`config.mk`:
```
export PLATFORM = sky130hd
export DESIGN_NAME = pipc_device_flat
export DESIGN_NICKNAME = d
export VERILOG_FILES = /design/src/logic/pipc_pkg.sv /design/src/logic/pipc_if.sv /design/src/logic/pipc_vdm_decode.sv /design/src/logic/pipc_device.sv /design/src/flat_wrapper.sv
export SDC_FILE = /design/constraint.sdc
export NUM_CORES = 1
export LEC_CHECK = 0
export BUFFER_PORTS_ARGS = -buffer_cell sky130_fd_sc_hd__buf_2
export CORE_MARGIN = 2
export CORE_UTILIZATION = 50
export DETAILED_ROUTE_END_ITERATION = 16
export HOLD_SLACK_MARGIN = 0.05
export PLACE_DENSITY = 0.84
export SLEW_MARGIN = 0
export SYNTH_ARGS = -nofsm -noshare
export SYNTH_HDL_FRONTEND = slang
export SYNTH_SLANG_ARGS = --single-unit
```
`constraint.sdc`:
```
create_clock -name core_clk -period 3.03 [get_ports core_clk]
set_clock_uncertainty 0.2 [all_clocks]
set_input_delay 0.1515 -clock core_clk [delete_from_list [all_inputs] [get_ports core_clk]]
set_output_delay 0.1515 -clock core_clk [all_outputs]
set_load 0.005 [all_outputs]
```
`src/logic/pipc_pkg.sv`:
```
// Shared message codes, link states and widths for package idle coordination.
`default_nettype none
package pipc_pkg;
    localparam int PIPC_LTR_W = 10;
    localparam int PIPC_VDM_W = 8;
    // Vendor-defined message opcodes carried on the link.
    localparam logic [7:0] PIPC_OP_NONE = 8'h00;
    localparam logic [7:0] PIPC_OP_REQ = 8'h01;
    localparam logic [7:0] PIPC_OP_RSP = 8'h02;
    localparam logic [7:0] PIPC_OP_GO = 8'h03;
    localparam logic [7:0] PIPC_OP_RSTPREP = 8'h04;
    localparam logic [7:0] PIPC_OP_MGMT = 8'h05;
    // Vendor-defined message header byte; value arbitrary.
    localparam logic [7:0] PIPC_VDM_TAG = 8'h7E;
    localparam logic [9:0] PIPC_LTR_ZERO = 10'h000;
    // Link power states; L0s deliberately has no code.
    typedef enum logic [1:0] {PIPC_L0 = 2'h0, PIPC_L1 = 2'h1, PIPC_L2 = 2'h2} pipc_link_e;
endpackage : pipc_pkg
`default_nettype wire

```
`src/logic/pipc_if.sv`:
```
// Link carrying power messages and link state between device and controller.
`timescale 1ns/1ps
`default_nettype none
interface pipc_if
    import pipc_pkg::*;
();
    logic d2c_valid;
    logic [7:0] d2c_tag;
    logic [7:0] d2c_op;
    logic [9:0] d2c_ltr;
    logic c2d_valid;
    logic [7:0] c2d_tag;
    logic [7:0] c2d_op;
    logic [9:0] c2d_ltr;
    logic l1_enter_req;
    logic wake_req;
    logic exit_req;
    pipc_link_e link_state;
    modport device (output d2c_valid, d2c_tag, d2c_op, d2c_ltr, l1_enter_req, wake_req,
                    input c2d_valid, c2d_tag, c2d_op, c2d_ltr, exit_req, link_state);
    modport ctrl (input d2c_valid, d2c_tag, d2c_op, d2c_ltr, l1_enter_req, wake_req,
                  output c2d_valid, c2d_tag, c2d_op, c2d_ltr, exit_req, link_state);
endinterface : pipc_if
`default_nettype wire

```
`src/logic/pipc_vdm_decode.sv`:
```
// Decoder that accepts only well-tagged vendor-defined power messages.
`timescale 1ns/1ps
`default_nettype none
module pipc_vdm_decode
    import pipc_pkg::*;
(
    input wire logic valid,
    input wire logic [7:0] tag,
    input wire logic [7:0] op,
    output logic is_req,
    output logic is_rsp,
    output logic is_go,
    output logic is_rstprep,
    output logic is_mgmt
);
    logic ok;
    // Messages without the vendor tag are dropped rather than guessed at.
    assign ok = valid && (tag == PIPC_VDM_TAG);
    assign is_req = ok && (op == PIPC_OP_REQ);
    assign is_rsp = ok && (op == PIPC_OP_RSP);
    assign is_go = ok && (op == PIPC_OP_GO);
    assign is_rstprep = ok && (op == PIPC_OP_RSTPREP);
    assign is_mgmt = ok && (op == PIPC_OP_MGMT);
endmodule : pipc_vdm_decode
`default_nettype wire

```
`src/logic/pipc_device.sv`:
```
// Device end: idle state machine, message sender and link L1 control.
`timescale 1ns/1ps
`default_nettype none
// Behaviour
// - Idle wish sends request with own tolerance.
// - Allowed request answered by matching response.
// - Local idle only while shared resources accessible.
// - No low power while peer needs memory.
// - Master sends go with latency after coordination.
// - Coherent device uses prepare/request/response/go.
// - Power messages encoded as vendor-defined messages.
// - Processor idles then moves link to L1.
// - Device initiates link L1 on deep idle.
// - Device exit uses in-band wake to L0.
// - Processor restores resources, then responds.
// - Processor exits L1, then sends zero go.
// - Zero-latency go blocks further low power.
// - Link uses L1/L2, never L0s; the controller only ever moves the link between L0 and L1, never to L2.
// - Arbiter layer commands physical power states; there is no arbiter layer, the controller sets link_state itself.
// - Management messages forwarded both directions; the controller drops those it receives from the device.
// - No protocol packets until link leaves L1.
module pipc_device
    import pipc_pkg::*;
(
    input wire logic core_clk,
    input wire logic reset_n,
    pipc_if.device lnk,
    input wire logic idle_wish,
    input wire logic wake_wish,
    input wire logic [9:0] own_ltr,
    input wire logic peer_needs_mem,
    input wire logic mgmt_tx_valid,
    output logic mgmt_rx_pulse,
    output logic [9:0] granted_ltr,
    output logic local_idle_ok,
    output logic proto_tx_ok,
    output logic [1:0] dev_state
);
    typedef enum logic [1:0] {PIPC_ACTIVE, PIPC_IDLE_REQ, PIPC_IDLE_GNT, PIPC_DEEP} pipc_dstate_e;
    typedef struct packed {
        pipc_dstate_e st;
        logic tx_valid;
        logic [7:0] tx_op;
        logic [9:0] tx_ltr;
        logic l1_req;
        logic wake;
        logic pinned;
        logic mgmt_rx;
        logic [9:0] gnt;
        logic idle_ok;
        logic tx_ok;
    } pipc_dev_s;
    pipc_dev_s s_q, s_d;
    logic rx_req, rx_rsp, rx_go, rx_rst, rx_mgmt;
    ////////////////////////////////////////////////////////////////
    // Incoming message classification.
    pipc_vdm_decode u_dec (
        .valid(lnk.c2d_valid),
        .tag(lnk.c2d_tag),
        .op(lnk.c2d_op),
        .is_req(rx_req),
        .is_rsp(rx_rsp),
        .is_go(rx_go),
        .is_rstprep(rx_rst),
        .is_mgmt(rx_mgmt)
    );
    ////////////////////////////////////////////////////////////////
    // Next-state logic.
    always_comb
    begin
        s_d = s_q;
        s_d.tx_valid = 1'b0;
        s_d.tx_op = PIPC_OP_NONE;
        s_d.tx_ltr = PIPC_LTR_ZERO;
        s_d.wake = 1'b0;
        s_d.mgmt_rx = rx_mgmt;
        if (rx_go && lnk.c2d_ltr == PIPC_LTR_ZERO)
        begin
            s_d.pinned = 1'b1;
        end
        else if (rx_go)
        begin
            s_d.pinned = 1'b0;
        end
        unique case (s_q.st)
            PIPC_ACTIVE:
            begin
                // hold off while peer needs memory
                if (idle_wish && !peer_needs_mem && !s_d.pinned)
                begin
                    s_d.tx_valid = 1'b1;
                    s_d.tx_op = PIPC_OP_REQ;
                    s_d.tx_ltr = own_ltr;
                    s_d.st = PIPC_IDLE_REQ;
                end
            end
            PIPC_IDLE_REQ:
            begin
                if (rx_rsp)
                begin
                    s_d.gnt = lnk.c2d_ltr;
                    s_d.st = PIPC_IDLE_GNT;
                end
                else if (rx_rst || !idle_wish)
                begin
                    s_d.st = PIPC_ACTIVE;
                end
            end
            PIPC_IDLE_GNT:
            begin
                // device starts L1 on deep idle
                if (rx_go && lnk.c2d_ltr != PIPC_LTR_ZERO && !peer_needs_mem)
                begin
                    s_d.gnt = lnk.c2d_ltr;
                    s_d.l1_req = 1'b1;
                    s_d.st = PIPC_DEEP;
                end
                else if (rx_go || !idle_wish || rx_rst)
                begin
                    s_d.st = PIPC_ACTIVE;
                end
            end
            PIPC_DEEP:
            begin
                if (wake_wish || peer_needs_mem)
                begin
                    s_d.l1_req = 1'b0;
                    s_d.wake = lnk.link_state != PIPC_L0;
                end
                if (rx_go && lnk.c2d_ltr == PIPC_LTR_ZERO)
                begin
                    s_d.l1_req = 1'b0;
                    s_d.st = PIPC_ACTIVE;
                end
                else if (rx_rsp && !s_q.l1_req)
                begin
                    s_d.st = PIPC_ACTIVE;
                end
                else if (lnk.exit_req)
                begin
                    s_d.l1_req = 1'b0;
                end
            end
        endcase
        if (rx_req && !s_d.tx_valid)
        begin
            s_d.tx_valid = 1'b1;
            s_d.tx_op = PIPC_OP_RSP;
            s_d.tx_ltr = (lnk.c2d_ltr < own_ltr) ? lnk.c2d_ltr : own_ltr;
        end
        else if (mgmt_tx_valid && !s_d.tx_valid)
        begin
            s_d.tx_valid = 1'b1;
            s_d.tx_op = PIPC_OP_MGMT;
        end
        // local idle only while resources shared
        s_d.idle_ok = (s_d.st == PIPC_IDLE_GNT || s_d.st == PIPC_DEEP)
                      && !peer_needs_mem && !s_d.pinned;
        // only L0 permits traffic
        // Traffic stops once L1 is asked for, because the link may switch at the next edge.
        s_d.tx_ok = (lnk.link_state == PIPC_L0) && !s_d.l1_req;
    end
    ////////////////////////////////////////////////////////////////
    // State register.
    always_ff @(posedge core_clk or negedge reset_n)
    begin
        if (!reset_n)
        begin
            s_q <= '0;
        end
        else
        begin
            s_q <= s_d;
        end
    end
    ////////////////////////////////////////////////////////////////
    // messages leave with vendor tag
    assign lnk.d2c_valid = s_q.tx_valid;
    assign lnk.d2c_tag = PIPC_VDM_TAG;
    assign lnk.d2c_op = s_q.tx_op;
    assign lnk.d2c_ltr = s_q.tx_ltr;
    assign lnk.l1_enter_req = s_q.l1_req;
    assign lnk.wake_req = s_q.wake;
    assign mgmt_rx_pulse = s_q.mgmt_rx;
    assign granted_ltr = s_q.gnt;
    assign local_idle_ok = s_q.idle_ok;
    assign proto_tx_ok = s_q.tx_ok;
    assign dev_state = s_q.st;
endmodule : pipc_device
`default_nettype wire

```
`src/flat_wrapper.sv`:
```
// flat-port wrapper written by rule: the top's interface ports become plain ports
module pipc_device_flat import pipc_pkg::*;
  (core_clk, reset_n, idle_wish, wake_wish, own_ltr, peer_needs_mem, mgmt_tx_valid, mgmt_rx_pulse, granted_ltr, local_idle_ok, proto_tx_ok, dev_state, lnk_d2c_valid, lnk_d2c_tag, lnk_d2c_op, lnk_d2c_ltr, lnk_l1_enter_req, lnk_wake_req, lnk_c2d_valid, lnk_c2d_tag, lnk_c2d_op, lnk_c2d_ltr, lnk_exit_req, lnk_link_state);
  pipc_if lnk_i ();
  input wire logic core_clk;
  input wire logic reset_n;
  input wire logic idle_wish;
  input wire logic wake_wish;
  input wire logic [9:0] own_ltr;
  input wire logic peer_needs_mem;
  input wire logic mgmt_tx_valid;
  output logic mgmt_rx_pulse;
  output logic [9:0] granted_ltr;
  output logic local_idle_ok;
  output logic proto_tx_ok;
  output logic [1:0] dev_state;
  output wire logic [$bits(lnk_i.d2c_valid)-1:0] lnk_d2c_valid;
  output wire logic [$bits(lnk_i.d2c_tag)-1:0] lnk_d2c_tag;
  output wire logic [$bits(lnk_i.d2c_op)-1:0] lnk_d2c_op;
  output wire logic [$bits(lnk_i.d2c_ltr)-1:0] lnk_d2c_ltr;
  output wire logic [$bits(lnk_i.l1_enter_req)-1:0] lnk_l1_enter_req;
  output wire logic [$bits(lnk_i.wake_req)-1:0] lnk_wake_req;
  input wire logic [$bits(lnk_i.c2d_valid)-1:0] lnk_c2d_valid;
  input wire logic [$bits(lnk_i.c2d_tag)-1:0] lnk_c2d_tag;
  input wire logic [$bits(lnk_i.c2d_op)-1:0] lnk_c2d_op;
  input wire logic [$bits(lnk_i.c2d_ltr)-1:0] lnk_c2d_ltr;
  input wire logic [$bits(lnk_i.exit_req)-1:0] lnk_exit_req;
  input wire logic [$bits(lnk_i.link_state)-1:0] lnk_link_state;
  assign lnk_d2c_valid = lnk_i.d2c_valid;
  assign lnk_d2c_tag = lnk_i.d2c_tag;
  assign lnk_d2c_op = lnk_i.d2c_op;
  assign lnk_d2c_ltr = lnk_i.d2c_ltr;
  assign lnk_l1_enter_req = lnk_i.l1_enter_req;
  assign lnk_wake_req = lnk_i.wake_req;
  assign lnk_i.c2d_valid = lnk_c2d_valid;
  assign lnk_i.c2d_tag = lnk_c2d_tag;
  assign lnk_i.c2d_op = lnk_c2d_op;
  assign lnk_i.c2d_ltr = lnk_c2d_ltr;
  assign lnk_i.exit_req = lnk_exit_req;
  assign lnk_i.link_state = lnk_link_state;
  pipc_device u_core (.core_clk(core_clk), .reset_n(reset_n), .lnk(lnk_i), .idle_wish(idle_wish), .wake_wish(wake_wish), .own_ltr(own_ltr), .peer_needs_mem(peer_needs_mem), .mgmt_tx_valid(mgmt_tx_valid), .mgmt_rx_pulse(mgmt_rx_pulse), .granted_ltr(granted_ltr), .local_idle_ok(local_idle_ok), .proto_tx_ok(proto_tx_ok), .dev_state(dev_state));
endmodule
```
; ---- Word level (Yosys, flattened, before mapping)
; Cells that the tools add are included.
[totals]
elab_cells = 85
out_inout_bits = 44
register_bits = 37
in_bits = 46
[op_classes]
mux = 25
eq_ne = 13
order_cmp = 1
reduce_logical = 35
[ops]
columns = cell, count
row1 = $mux 10, 4
row2 = $mux 21, 1
row3 = $pmux 10 s2, 1
row4 = $mux 19, 1
row5 = $mux 9, 2
row6 = $logic_and 1x1->1, 17
row7 = $eq 8x2->1 const B, 2
row8 = $eq 8x3->1 const B, 2
row9 = $mux 2, 7
row10 = $logic_not 10->1, 1
row11 = $lt 10x10->1, 1
row12 = $reduce_bool 10->1, 1
row13 = $eq 2x2->1 const B, 4
row14 = $eq 8x1->1 const B, 1
row15 = $eq 8x7->1 const B, 1
row16 = $pmux 2 s4, 1
row17 = $mux 1, 7
row18 = $logic_not 1->1, 6
row19 = $logic_or 1x1->1, 5
row20 = $logic_not 2->1, 2
row21 = $ne 2x1->1 const B, 2
row22 = $reduce_bool 2->1, 2
row23 = $reduce_and 3->1, 1
row24 = $eq 2x1->1 const B, 1
row25 = $pmux 1 s2, 1

; ---- Depth between registers and ports, before layout
; Gate-level depths: netlist of the first run.
[logic_depth]
ltp_word = 13
depth_mapped = 8
mapped_depth_nobuf = 8

; ---- By module
; Synthesis of the first run repeated with hierarchy kept, for this count alone.
[unflattened]
hier_cells = 215
hier_area_um2 = 2130.8
[by_module_without_submodules]
columns = mod, seq_area_each_um2, area_each_um2, cells_each, n_inst
row1 = pipc_device, 800.8, 2011.9, 201, 1
row2 = pipc_vdm_decode, 0.0, 118.9, 14, 1

; ---- Least setup slack after synthesis of the first run
; Ideal clock, no wire load.
[synth_path]
path_type = input to register
from = input lnk_c2d_op[3]
to = register u_core.s_q (netlist bit u_core.granted_ltr[0])
required_ps = 2705
arrival_time_ps = 1810
cell_stages = 7
path_buffers = 1
slack_ps = 895
setup_ps = 125
cell_sequence = nor4b_4 -> nand3b_2 -> or4_1 -> nand2_1 -> and3_1 -> buf_4 -> mux2_2
[synth_between]
elab_chain_cells = 6
elab_cells_between_ends = 9
cone_classes = eq/ne (4) / reduce/logical (5)
[synth_lines]
columns = element, line
row1 = start: declaration, flat_wrapper.sv:25  ; input wire logic [$bits(lnk_i.c2d_op)-1:0] lnk_c2d_op;
row2 = $eq 8x2->1, pipc_vdm_decode.sv:21  ; assign is_go = ok && (op == PIPC_OP_GO);
row3 = $logic_and 1x1->1, pipc_vdm_decode.sv:21
row4 = $logic_and 1x1->1 (2 in series), pipc_device.sv:112  ; if (rx_go && lnk.c2d_ltr != PIPC_LTR_ZERO && !peer_needs_mem)
row5 = $ne 2x1->1 (no source line), -
row6 = $reduce_and 3->1 (no source line) *, -
row7 = end signal: assignment, pipc_device.sv:169  ; s_q <= '0;
row8 = end signal: assignment, pipc_device.sv:173  ; s_q <= s_d;
row9 = end: declaration, pipc_device.sv:53  ; pipc_dev_s s_q, s_d;
; Mark *: on every way between the ends. The rest lies on a longest branch, timed or not.
; A chain may end at the register's enable or synchronous reset.

==> results.sh, run 1 <==
export IMPL_outcome="completed"
export IMPL_core_mm2=0.004000
export IMPL_worst_setup_path_end_kind="flop"
export IMPL_vias=1971
export IMPL_die_w_um=68.32
export IMPL_start_util=0.5170
export IMPL_antenna_found_initial=1
export IMPL_rows=23
export IMPL_grt_max_degree=33
export IMPL_cts_buffers=5
export IMPL_hold_violations=0
export IMPL_grt_pass1_vias=1843
export IMPL_num_io_pins=90
export IMPL_ys_seq_elements=32
export IMPL_slew_viol_final=0
export IMPL_r2r_start="u_core.dev_state[1]"
export IMPL_synthTopCellsByArea="dfrtp_1 39%, buf_4 14%, ha_1 7.9%"
export IMPL_tightest_slew_ns=0.7292
export IMPL_clk_latency_ns=0.29
export IMPL_gp_congestion=0.8261
export IMPL_grt_pass1_wl_um=9108
export IMPL_drive_above_1_share=0.3813
export IMPL_post_drt_wl_per_cell_um=18.05
export IMPL_io_buffers=76
export IMPL_min_from="peer_needs_mem"
export IMPL_clk_pin_slew_ns=0.06
export IMPL_synth_top_area_cell="dfrtp_1"
export IMPL_cp_startpoint="lnk_c2d_ltr[6]"
export IMPL_synth_area_mm2=0.002068
export IMPL_area_delta_synth_final_pct=37.69
export IMPL_htreeDepth=2
export IMPL_cp_data_arrival_time_ns=2.96
export IMPL_utilization=0.7119
export IMPL_required_ns=3.00
export IMPL_clock_sinks=32
export IMPL_slew_limit_headroom=0.5138
export IMPL_min_period_ns=2.988
export IMPL_dieArea_mm2=0.004667
export IMPL_drt_iter0_markers=153
export IMPL_synth_ff_type="dfrtp_1"
export IMPL_drt_wl_total_um=6316
export IMPL_fin_setup_tns_ns=0
export IMPL_vdd_drop_max_uv=270.5
export IMPL_cp_start_kind="input port"
export IMPL_grt_overflow=0
export IMPL_clk_path_buf_depth=2
export IMPL_ant_nets=0
export IMPL_synth_area_per_cell_um2=10.39
export IMPL_async_flop_share=1.000
export IMPL_cp_max_fo=5
export IMPL_p_leak_nw=1.462
export IMPL_cts_tree="yes"
export IMPL_synth_edf_count=0
export IMPL_yosys_warnings=0
export IMPL_synth_top_area_share=0.3872
export IMPL_fmax_mhz=334.7
export IMPL_first_pass_iters=5
export IMPL_die_y_um=68.32
export IMPL_yosysUniqueCellTypes=44
export IMPL_setup_viol_count_final=0
export IMPL_nNetsFinal=358
export IMPL_route_detailed_drc=0
export IMPL_grt_usage=0.2722
export IMPL_ctsRootBufferMaster="clkbuf_8"
export IMPL_dpl_hpwl_um=3293
export IMPL_path_class="input port to flop"
export IMPL_power_density_mw_per_mm2=499.0
export IMPL_synthCells=199
export IMPL_holdCritPathClass="input port to flop"
export IMPL_yosysSeqAreaShare=0.3872
export IMPL_period_share=0.9861
export IMPL_avgViaCountPerCell=5.631
export IMPL_drv_cap=0
export IMPL_power_mw=1.421
## cells by family after synthesis
| group | Yosys count | share of synthesized area |
|---|---|---|
| buffers and inverters | 52 | 0.1652 |
| other | 2 | 0.003631 |
| adder cells (fa/ha/maj) | 13 | 0.07865 |
| multiplexers | 10 | 0.05445 |
| AO/OA/AOI/OAI | 36 | 0.1476 |
| AND/OR/NAND/NOR | 54 | 0.1633 |
| flip-flops | 32 | 0.3872 |
## cell usage in the layout, fill, tap and decap left out, types with 2 or more instances in the layout
cell type,count
nor3_1,4
nor4_1,4
o21a_1,3
nand2b_1,3
nand3_1,2
a21oi_1,6
nor2_1,8
or3_1,2
a22o_1,10
or4_1,3
and3_1,2
ha_1,13
mux2_2,10
dlygate4sd3_1,41
nand4_1,2
conb_1,13
buf_2,76
clkbuf_8,7
nand2_1,9
dfrtp_1,32
inv_1,12
and4bb_2,2
buf_4,3
## state kept, by name (all words and copies together), names as in the netlist
signal                   count
u_core.dev_state             2
u_core.lnk.d2c_valid         1
u_core.granted_ltr          10
u_core.s_q                   1
u_core.lnk.l1_enter_req      1
u_core.lnk.wake_req          1
u_core.proto_tx_ok           1
u_core.lnk.d2c_op            3
u_core.local_idle_ok         1
u_core.mgmt_rx_pulse         1
u_core.lnk.d2c_ltr          10
## worst paths after layout
| kind | to | slack [ns] | cells after the start |
|---|---|---|---|
| min | u_core.local_idle_ok | 0.07 | 3 |
| max | u_core.lnk.d2c_ltr[0] | 0.04 | 10 |
| min in group asynchronous | u_core.lnk.d2c_ltr[6] | 0.27 | 2 |
| max reg2reg | u_core.lnk.d2c_ltr[0] | 0.26 | 8 |
| min reg2reg | u_core.granted_ltr[2] | 0.30 | 1 |
| max in group asynchronous | u_core.granted_ltr[4] | 1.91 | 2 |
## power breakdown
group / switching, mW / internal [mW] / leakage, nW
Clock: 0.153 / 0.202 / 0.0503
Sequential: 0.0500 / 0.520 / 0.412
Combinational: 0.225 / 0.271 / 1.00
Total: 0.429 / 0.993 / 1.46
## synthesized netlist by cell type, types with 2 or more instances
cell type   n
a21oi_1     6
dfrtp_1    32
and3_1      3
nand3_1     2
ha_1       13
o21a_1      3
and4bb_2    2
a22o_1     10
o21ai_0     3
nand4_1     2
nor4_1      5
nand2_1     9
mux2_2     10
buf_4      39
or4_1       3
nor3_1      5
nor2_1      8
conb_1      2
nand2b_1    3
or3_1       3
a31oi_1     2
inv_1      12
## area by class of cell
cell class | instances | area, um^2
antenna | 1 | 2.502
clock buffer | 7 | 96.34
fill | 278 | 1152
inverter | 12 | 45.04
multi-input combinational | 127 | 1015
sequential | 32 | 800.8
tap | 50 | 62.56
timing repair buffer | 121 | 825.8
## per-layer routing
metal	share of wire	track usage
met1	0.37	0.3056
met2	0.49	0.4430
met3	0.070	0.08882
met4	0.065	0.1725
met5	0	0
## repair_timing
item | CTS | global route
gates resized for setup | 0 | 10
hold endpoints to repair | 60 | 0
hold buffers | 42 | 0
endpoints found under the setup margin | 0 | 10
setup buffers | 0 | 3
## metrics by stage
stage          worst slack (ns)  std cells  hold slack, ns  cell area [um^2]
2_1_floorplan            0.8950        210         -0.3441              2110
3_3_place_gp             0.5234        296         0.02269              2256
3_5_place_dp             0.4522        296         0.03916              2256
4_1_cts                 0.05844        345         0.07185              2773
5_1_grt               -0.006859        350         0.09537              2848
6_report                0.04214        350         0.06758              2848
## critical path: stages
cell	delay [ns]
dlygate4sd3_1	0.54
buf_2	0.15
ha_1	0.29
o21a_1	0.21
o21a_1	0.20
o21a_1	0.18
o21ai_2	0.22
o21bai_4	0.15
a22o_1	0.27
dlygate4sd3_1	0.59
No activity file was read; power rests on OpenSTA's default activity.
==> run 2: changes to the inputs <==
Settings changed: BUFFER_PORTS_ARGS -buffer_cell sky130_fd_sc_hd__buf_2 to unset, CORE_ASPECT_RATIO set to 0.6, DONT_BUFFER_PORTS set to 1, PLACE_DENSITY 0.84 to unset, REMOVE_ABC_BUFFERS set to 1.
==> run 2 against run 1 <==
Effect of this change: first-iteration DRC count fell by 35%; critical path depth fell by 2; final cell count fell by 24%; sequential power rose by 4.4%; setup slack improved by 0.15 ns; combinational power fell by 35%; maximum frequency rose by 5.2%; largest cell class unchanged; via count fell by 22%; largest power group unchanged; hold slack improved by 0.0022 ns; routed wire length fell by 21%; die area rose by 0.36%; flip-flop and latch count did not move; highest routed layer unchanged.
==> results.sh, run 2 (synthesis gave the netlist of run 1 again) <==
export IMPL_slew_limit_headroom=0.5583
export IMPL_worstReg2RegEnd="u_core.lnk.d2c_ltr[2]"
export IMPL_post_drt_wl_per_cell_um=18.78
export IMPL_drv_cap=0
export IMPL_start_util=0.5130
export IMPL_p_leak_nw=1.089
export IMPL_multiInputGateArea_um2=967.2
export IMPL_clk_path_buf_depth=2
export IMPL_stdcell_count=265
export IMPL_cts_tree="yes"
export IMPL_fin_setup_tns_ns=0
export IMPL_crit_family="simple AND/OR/NAND/NOR gates"
export IMPL_min_period_ns=2.840
export IMPL_cp_max_fo=10
export IMPL_antenna_cells=0
export IMPL_r2r_cells=8
export IMPL_utilization=0.5860
export IMPL_crit_path_end="u_core.lnk.d2c_ltr[2]"
export IMPL_num_io_pins=90
export IMPL_ctsRootBufferMaster="clkbuf_8"
export IMPL_drt_wl_total_um=4978
export IMPL_htreeDepth=2
export IMPL_grt_pass1_vias=1442
export IMPL_route_detailed_drc=0
export IMPL_r2r_start="u_core.dev_state[1]"
export IMPL_power_density_mw_per_mm2=535.0
export IMPL_io_buffers=0
export IMPL_die_w_um=87.03
export IMPL_seq_area_um2=800.8
export IMPL_vias=1544
export IMPL_num_fill_cells=340
export IMPL_nNetsFinal=274
export IMPL_clk_latency_ns=0.28
export IMPL_slew_viol_final=0
export IMPL_rrSetupSlack_ns=0.19
export IMPL_netSwitchingPower_mw=0.3609
export IMPL_grt_overflow=0
export IMPL_mostFrequentLayoutCell="dlygate4sd3_1"
export IMPL_crit_path_max_incr_delay_ns=0.55
export IMPL_antenna_found_initial=0
export IMPL_cp_start_kind="flop"
export IMPL_critPathBufInv=2
export IMPL_slowest_stage="dlygate4sd3_1"
export IMPL_p_sw_frac=0.2856
export IMPL_period_share=0.9373
export IMPL_required_ns=3.05
export IMPL_dp_cells=220
export IMPL_drt_iter0_markers=100
export IMPL_dpl_hpwl_um=3282
export IMPL_clock_sinks=32
export IMPL_rsz0062_at_grt="false"
export IMPL_first_pass_iters=4
export IMPL_cp_cell_sequence="inv_1, ha_1, nand2_1, nor3_1, a211oi_1, and3_1, a22o_1, dlygate4sd3_1"
export IMPL_min_from="idle_wish"
export IMPL_internal_power_mw=0.9028
export IMPL_cp_data_arrival_time_ns=2.86
export IMPL_hold_violations=0
export IMPL_gp_congestion=0.8924
export IMPL_vdd_drop_max_uv=319.1
export IMPL_grt_pass1_wl_um=7458
export IMPL_tightest_slew_ns=0.6576
export IMPL_outcome="completed"
export IMPL_clk_pin_slew_ns=0.06
export IMPL_cp_startpoint="u_core.dev_state[1]"
export IMPL_worst_setup_path_end_kind="flop"
export IMPL_share_comb_of_total_power=0.254
export IMPL_cp_num_cells=8
export IMPL_holdCritPathClass="input port to flop"
export IMPL_cts_buffers=5
export IMPL_avgViaCountPerCell=5.826
export IMPL_post_cts_resized=0
export IMPL_fmax_mhz=352.1
export IMPL_drive_above_1_share=0.1349
export IMPL_setup_viol_count_final=0
export IMPL_seqPwrFrac=0.471
export IMPL_dieArea_mm2=0.004684
export IMPL_core_mm2=0.004031
export IMPL_grt_max_degree=33
export IMPL_whs_ns=0.06981
export IMPL_die_y_um=53.82
export IMPL_path_class="flop to flop"
export IMPL_final_cell_mix="37 x dlygate4sd3_1, 32 x dfrtp_1, 13 x ha_1, 13 x conb_1, 12 x inv_1"
export IMPL_grt_usage=0.2200
export IMPL_pwr_share_clk=0.275
export IMPL_rows=18
export IMPL_ant_nets=0
export IMPL_area_delta_synth_final_pct=14.22
[run 2: power groups by stage]
stage	sequential [mW]	clock, mW	combinational, mW
6_report	0.595	0.348	0.321
5_1_grt	0.607	0.378	0.355
4_1_cts	0.596	0.354	0.319
3_5_place_dp	0.603	0	0.256
3_3_place_gp	0.602	0	0.240
2_1_floorplan	0.579	0	0.216
[run 2: worst reg2reg max path, cell delays in order, from the launching register on]
cell	delay, ns
dfrtp_1	0.50
inv_1	0.10
ha_1	0.26
nand2_1	0.18
nor3_1	0.08
a211oi_1	0.24
and3_1	0.47
a22o_1	0.21
dlygate4sd3_1	0.55
[run 2: per-layer routing]
metal  track usage  vias to the layer above  part of all wire
li1              -                      701                 -
met1        0.3115                      752              0.44
met2        0.3003                       86              0.42
met3        0.1012                        5              0.14
met4       0.05729                        0            0.0050
met5             0                        -                 0
[run 2: cell type report]
type / count / share of cell area
clock buffers: 7 / 0.04078
inverters: 12 / 0.01907
multi-input cells: 126 / 0.4094
flip-flops and latches: 32 / 0.3390
well taps: 50 / 0.02648
repair buffers: 38 / 0.1653
[run 2: repair_timing]
action                                 CTS  global route
setup buffers                            0             0
hold buffers                            38             0
endpoints found under the hold margin   63             0
[run 2: worst min path at each step]
stage / to / slack, ns / depth (start not counted)
final: u_core.lnk.d2c_op[0] / 0.07 / 3
after global routing: u_core.lnk.d2c_valid / 0.07 / 2
after CTS: u_core.lnk.d2c_op[0] / 0.06 / 3
after detailed placement: u_core.lnk.d2c_ltr[6] / -0.34 / 0
after global placement: u_core.lnk.d2c_ltr[6] / -0.34 / 0
after floorplan: u_core.dev_state[0] / -0.34 / 0
[run 2: per-stage QoR]
stage               worst slack [ns]  power [mW]  area [um^2]
floorplan                     0.8008      0.7950         1813
global placement              0.6578      0.8420         1876
detailed placement            0.5869      0.8599         1876
CTS                           0.2748       1.268         2362
global route                 0.02126       1.340         2362
finish                        0.1901       1.264         2362
==> run 3: changes to the inputs <==
Settings changed: RECOVER_POWER set to 100.
==> run 3 against run 2 <==
Effect of this change: the run now ends with max-capacitance violations, max-slew violations left; hold slack better by 0.0056 ns; setup slack improved by 0.020 ns; via count decreased by 0.19%; total power fell by 0.11%; sequential share of layout area is 0.24 points higher; final area is 0.69% lower; register-to-register slack improved by 0.03 ns; critical endpoint is now u_core.proto_tx_ok; critical path depth stayed put; final cell count stayed put; global-route usage unchanged; flip-flop and latch count is the same; routed wire length grew 0.38%.
==> results.sh, run 3 (synthesis gave the netlist of run 1 again) <==
export IMPL_cts_buffers=5
export IMPL_clk_pin_slew_ns=0.06
export IMPL_setup_slack_ns=0.2100
export IMPL_num_io_pins=90
export IMPL_dpl_hpwl_um=3282
export IMPL_path_class="input port to flop"
export IMPL_rsz0062_at_grt="false"
export IMPL_outcome="complete, but fails checks"
export IMPL_seq_area_um2=800.8
export IMPL_drv_cap=1
export IMPL_power_density_mw_per_mm2=538.1
export IMPL_slew_viol_final=33
export IMPL_clk_latency_ns=0.28
export IMPL_cp_data_arrival_time_ns=2.84
export IMPL_hold_violations=0
export IMPL_drt_iter0_markers=91
export IMPL_vdd_drop_max_uv=319.7
export IMPL_post_place_ws_ns=0.5869
export IMPL_post_cts_resized=0
export IMPL_start_util=0.5130
export IMPL_clk_path_buf_depth=2
export IMPL_grt_overflow=0
export IMPL_post_drt_wl_per_cell_um=18.86
export IMPL_tightest_slew_ns=1.734
export IMPL_htreeDepth=2
export IMPL_avgViaCountPerCell=5.815
export IMPL_drive_above_1_share=0.1302
export IMPL_rows=18
export IMPL_cts_tree="yes"
export IMPL_worst_setup_path_end_kind="flop"
export IMPL_num_fill_cells=342
export IMPL_setup_viol_count_final=0
export IMPL_cts_setup_buffers=0
export IMPL_cts_hold_buf=38
export IMPL_fin_setup_tns_ns=0
export IMPL_cp_start_kind="input port"
export IMPL_grt_pass1_wl_um=7458
export IMPL_p_leak_nw=1.081
export IMPL_grt_usage=0.2200
export IMPL_cp_max_fo=3
export IMPL_dieArea_mm2=0.004684
export IMPL_slew_limit_headroom=-0.1562
export IMPL_vias=1541
export IMPL_multiInputGateArea_um2=967.2
export IMPL_gp_congestion=0.8924
export IMPL_ctsRootBufferMaster="clkbuf_8"
export IMPL_holdCritPathClass="input port to flop"
export IMPL_mostFrequentLayoutCell="dlygate4sd3_1"
export IMPL_nNetsFinal=274
export IMPL_antenna_found_initial=0
export IMPL_violations="max-capacitance violations, max-slew violations"
export IMPL_core_mm2=0.004031
export IMPL_antenna_cells=0
export IMPL_io_buffers=0
export IMPL_area_delta_synth_final_pct=13.43
export IMPL_fmax_mhz=354.6
export IMPL_ant_nets=0
export IMPL_period_share=0.9307
export IMPL_route_detailed_drc=0
export IMPL_required_ns=3.05
export IMPL_clock_sinks=32
export IMPL_die_w_um=87.03
export IMPL_die_y_um=53.82
export IMPL_drt_wl_total_um=4997
export IMPL_grt_max_degree=33
export IMPL_final_cell_mix="37 x dlygate4sd3_1, 32 x dfrtp_1, 13 x ha_1, 13 x conb_1, 12 x inv_1"
export IMPL_min_period_ns=2.820
export IMPL_first_pass_iters=4
export IMPL_grt_pass1_vias=1442
[run 3: metal layers]
metal,wire length [um],up-vias,track usage
li1,-,701,-
met2,2102,89,0.3003
met3,683,4,0.1012
met1,2192,747,0.3115
met4,19,0,0.05729
met5,0,-,0
[run 3: final cells by class]
| type | count | share of cell area |
|---|---|---|
| flip-flops and latches | 32 | 0.3413 |
| clock buffers | 7 | 0.04107 |
| well taps | 50 | 0.02667 |
| multi-input cells | 126 | 0.4123 |
| inverters | 12 | 0.01920 |
| repair buffers | 38 | 0.1595 |
[run 3: final timing paths]
check | startpoint | endpoint | slack (ns) | cells after the start
max | lnk_c2d_ltr[0] | u_core.proto_tx_ok | 0.21 | 8
min reg2reg | u_core.granted_ltr[3] | u_core.granted_ltr[3] | 0.34 | 1
min | idle_wish | u_core.lnk.d2c_op[0] | 0.08 | 3
min in group asynchronous | reset_n | u_core.lnk.d2c_ltr[0] | 0.70 | 2
max reg2reg | u_core.dev_state[1] | u_core.lnk.d2c_ltr[2] | 0.22 | 8
max in group asynchronous | reset_n | u_core.lnk.l1_enter_req | 0.92 | 2
[run 3: worst max-delay path, cell delays in order]
cell           delay, ns
nor4_1              0.35
nand4_1             0.19
nor3_1              0.60
or4_1               0.19
dlygate4sd3_1       0.54
a31oi_1             0.11
nor3_1              0.13
dlygate4sd3_1       0.58
[run 3: report_power, final]
group | switching [mW] | internal, mW | leakage [nW] | total [mW]
combinational | 0.140 | 0.178 | 0.619 | 0.318
clock | 0.147 | 0.202 | 0.0503 | 0.349
sequential | 0.0751 | 0.520 | 0.412 | 0.595
[run 3: stage by stage]
| stage | utilization | cell area, um^2 | cells | power, mW | hold slack (ns) |
|---|---|---|---|---|---|
| after floorplan | - | 1813 | 170 | 0.7950 | -0.3441 |
| after global placement | 0.4652 | 1876 | 220 | 0.8420 | -0.3435 |
| after detailed placement | 0.4652 | 1876 | 220 | 0.8599 | -0.3436 |
| after CTS | 0.5860 | 2362 | 265 | 1.268 | 0.06401 |
| after global routing | 0.5819 | 2346 | 265 | 1.337 | 0.06958 |
| final | 0.5819 | 2346 | 265 | 1.262 | 0.07545 |
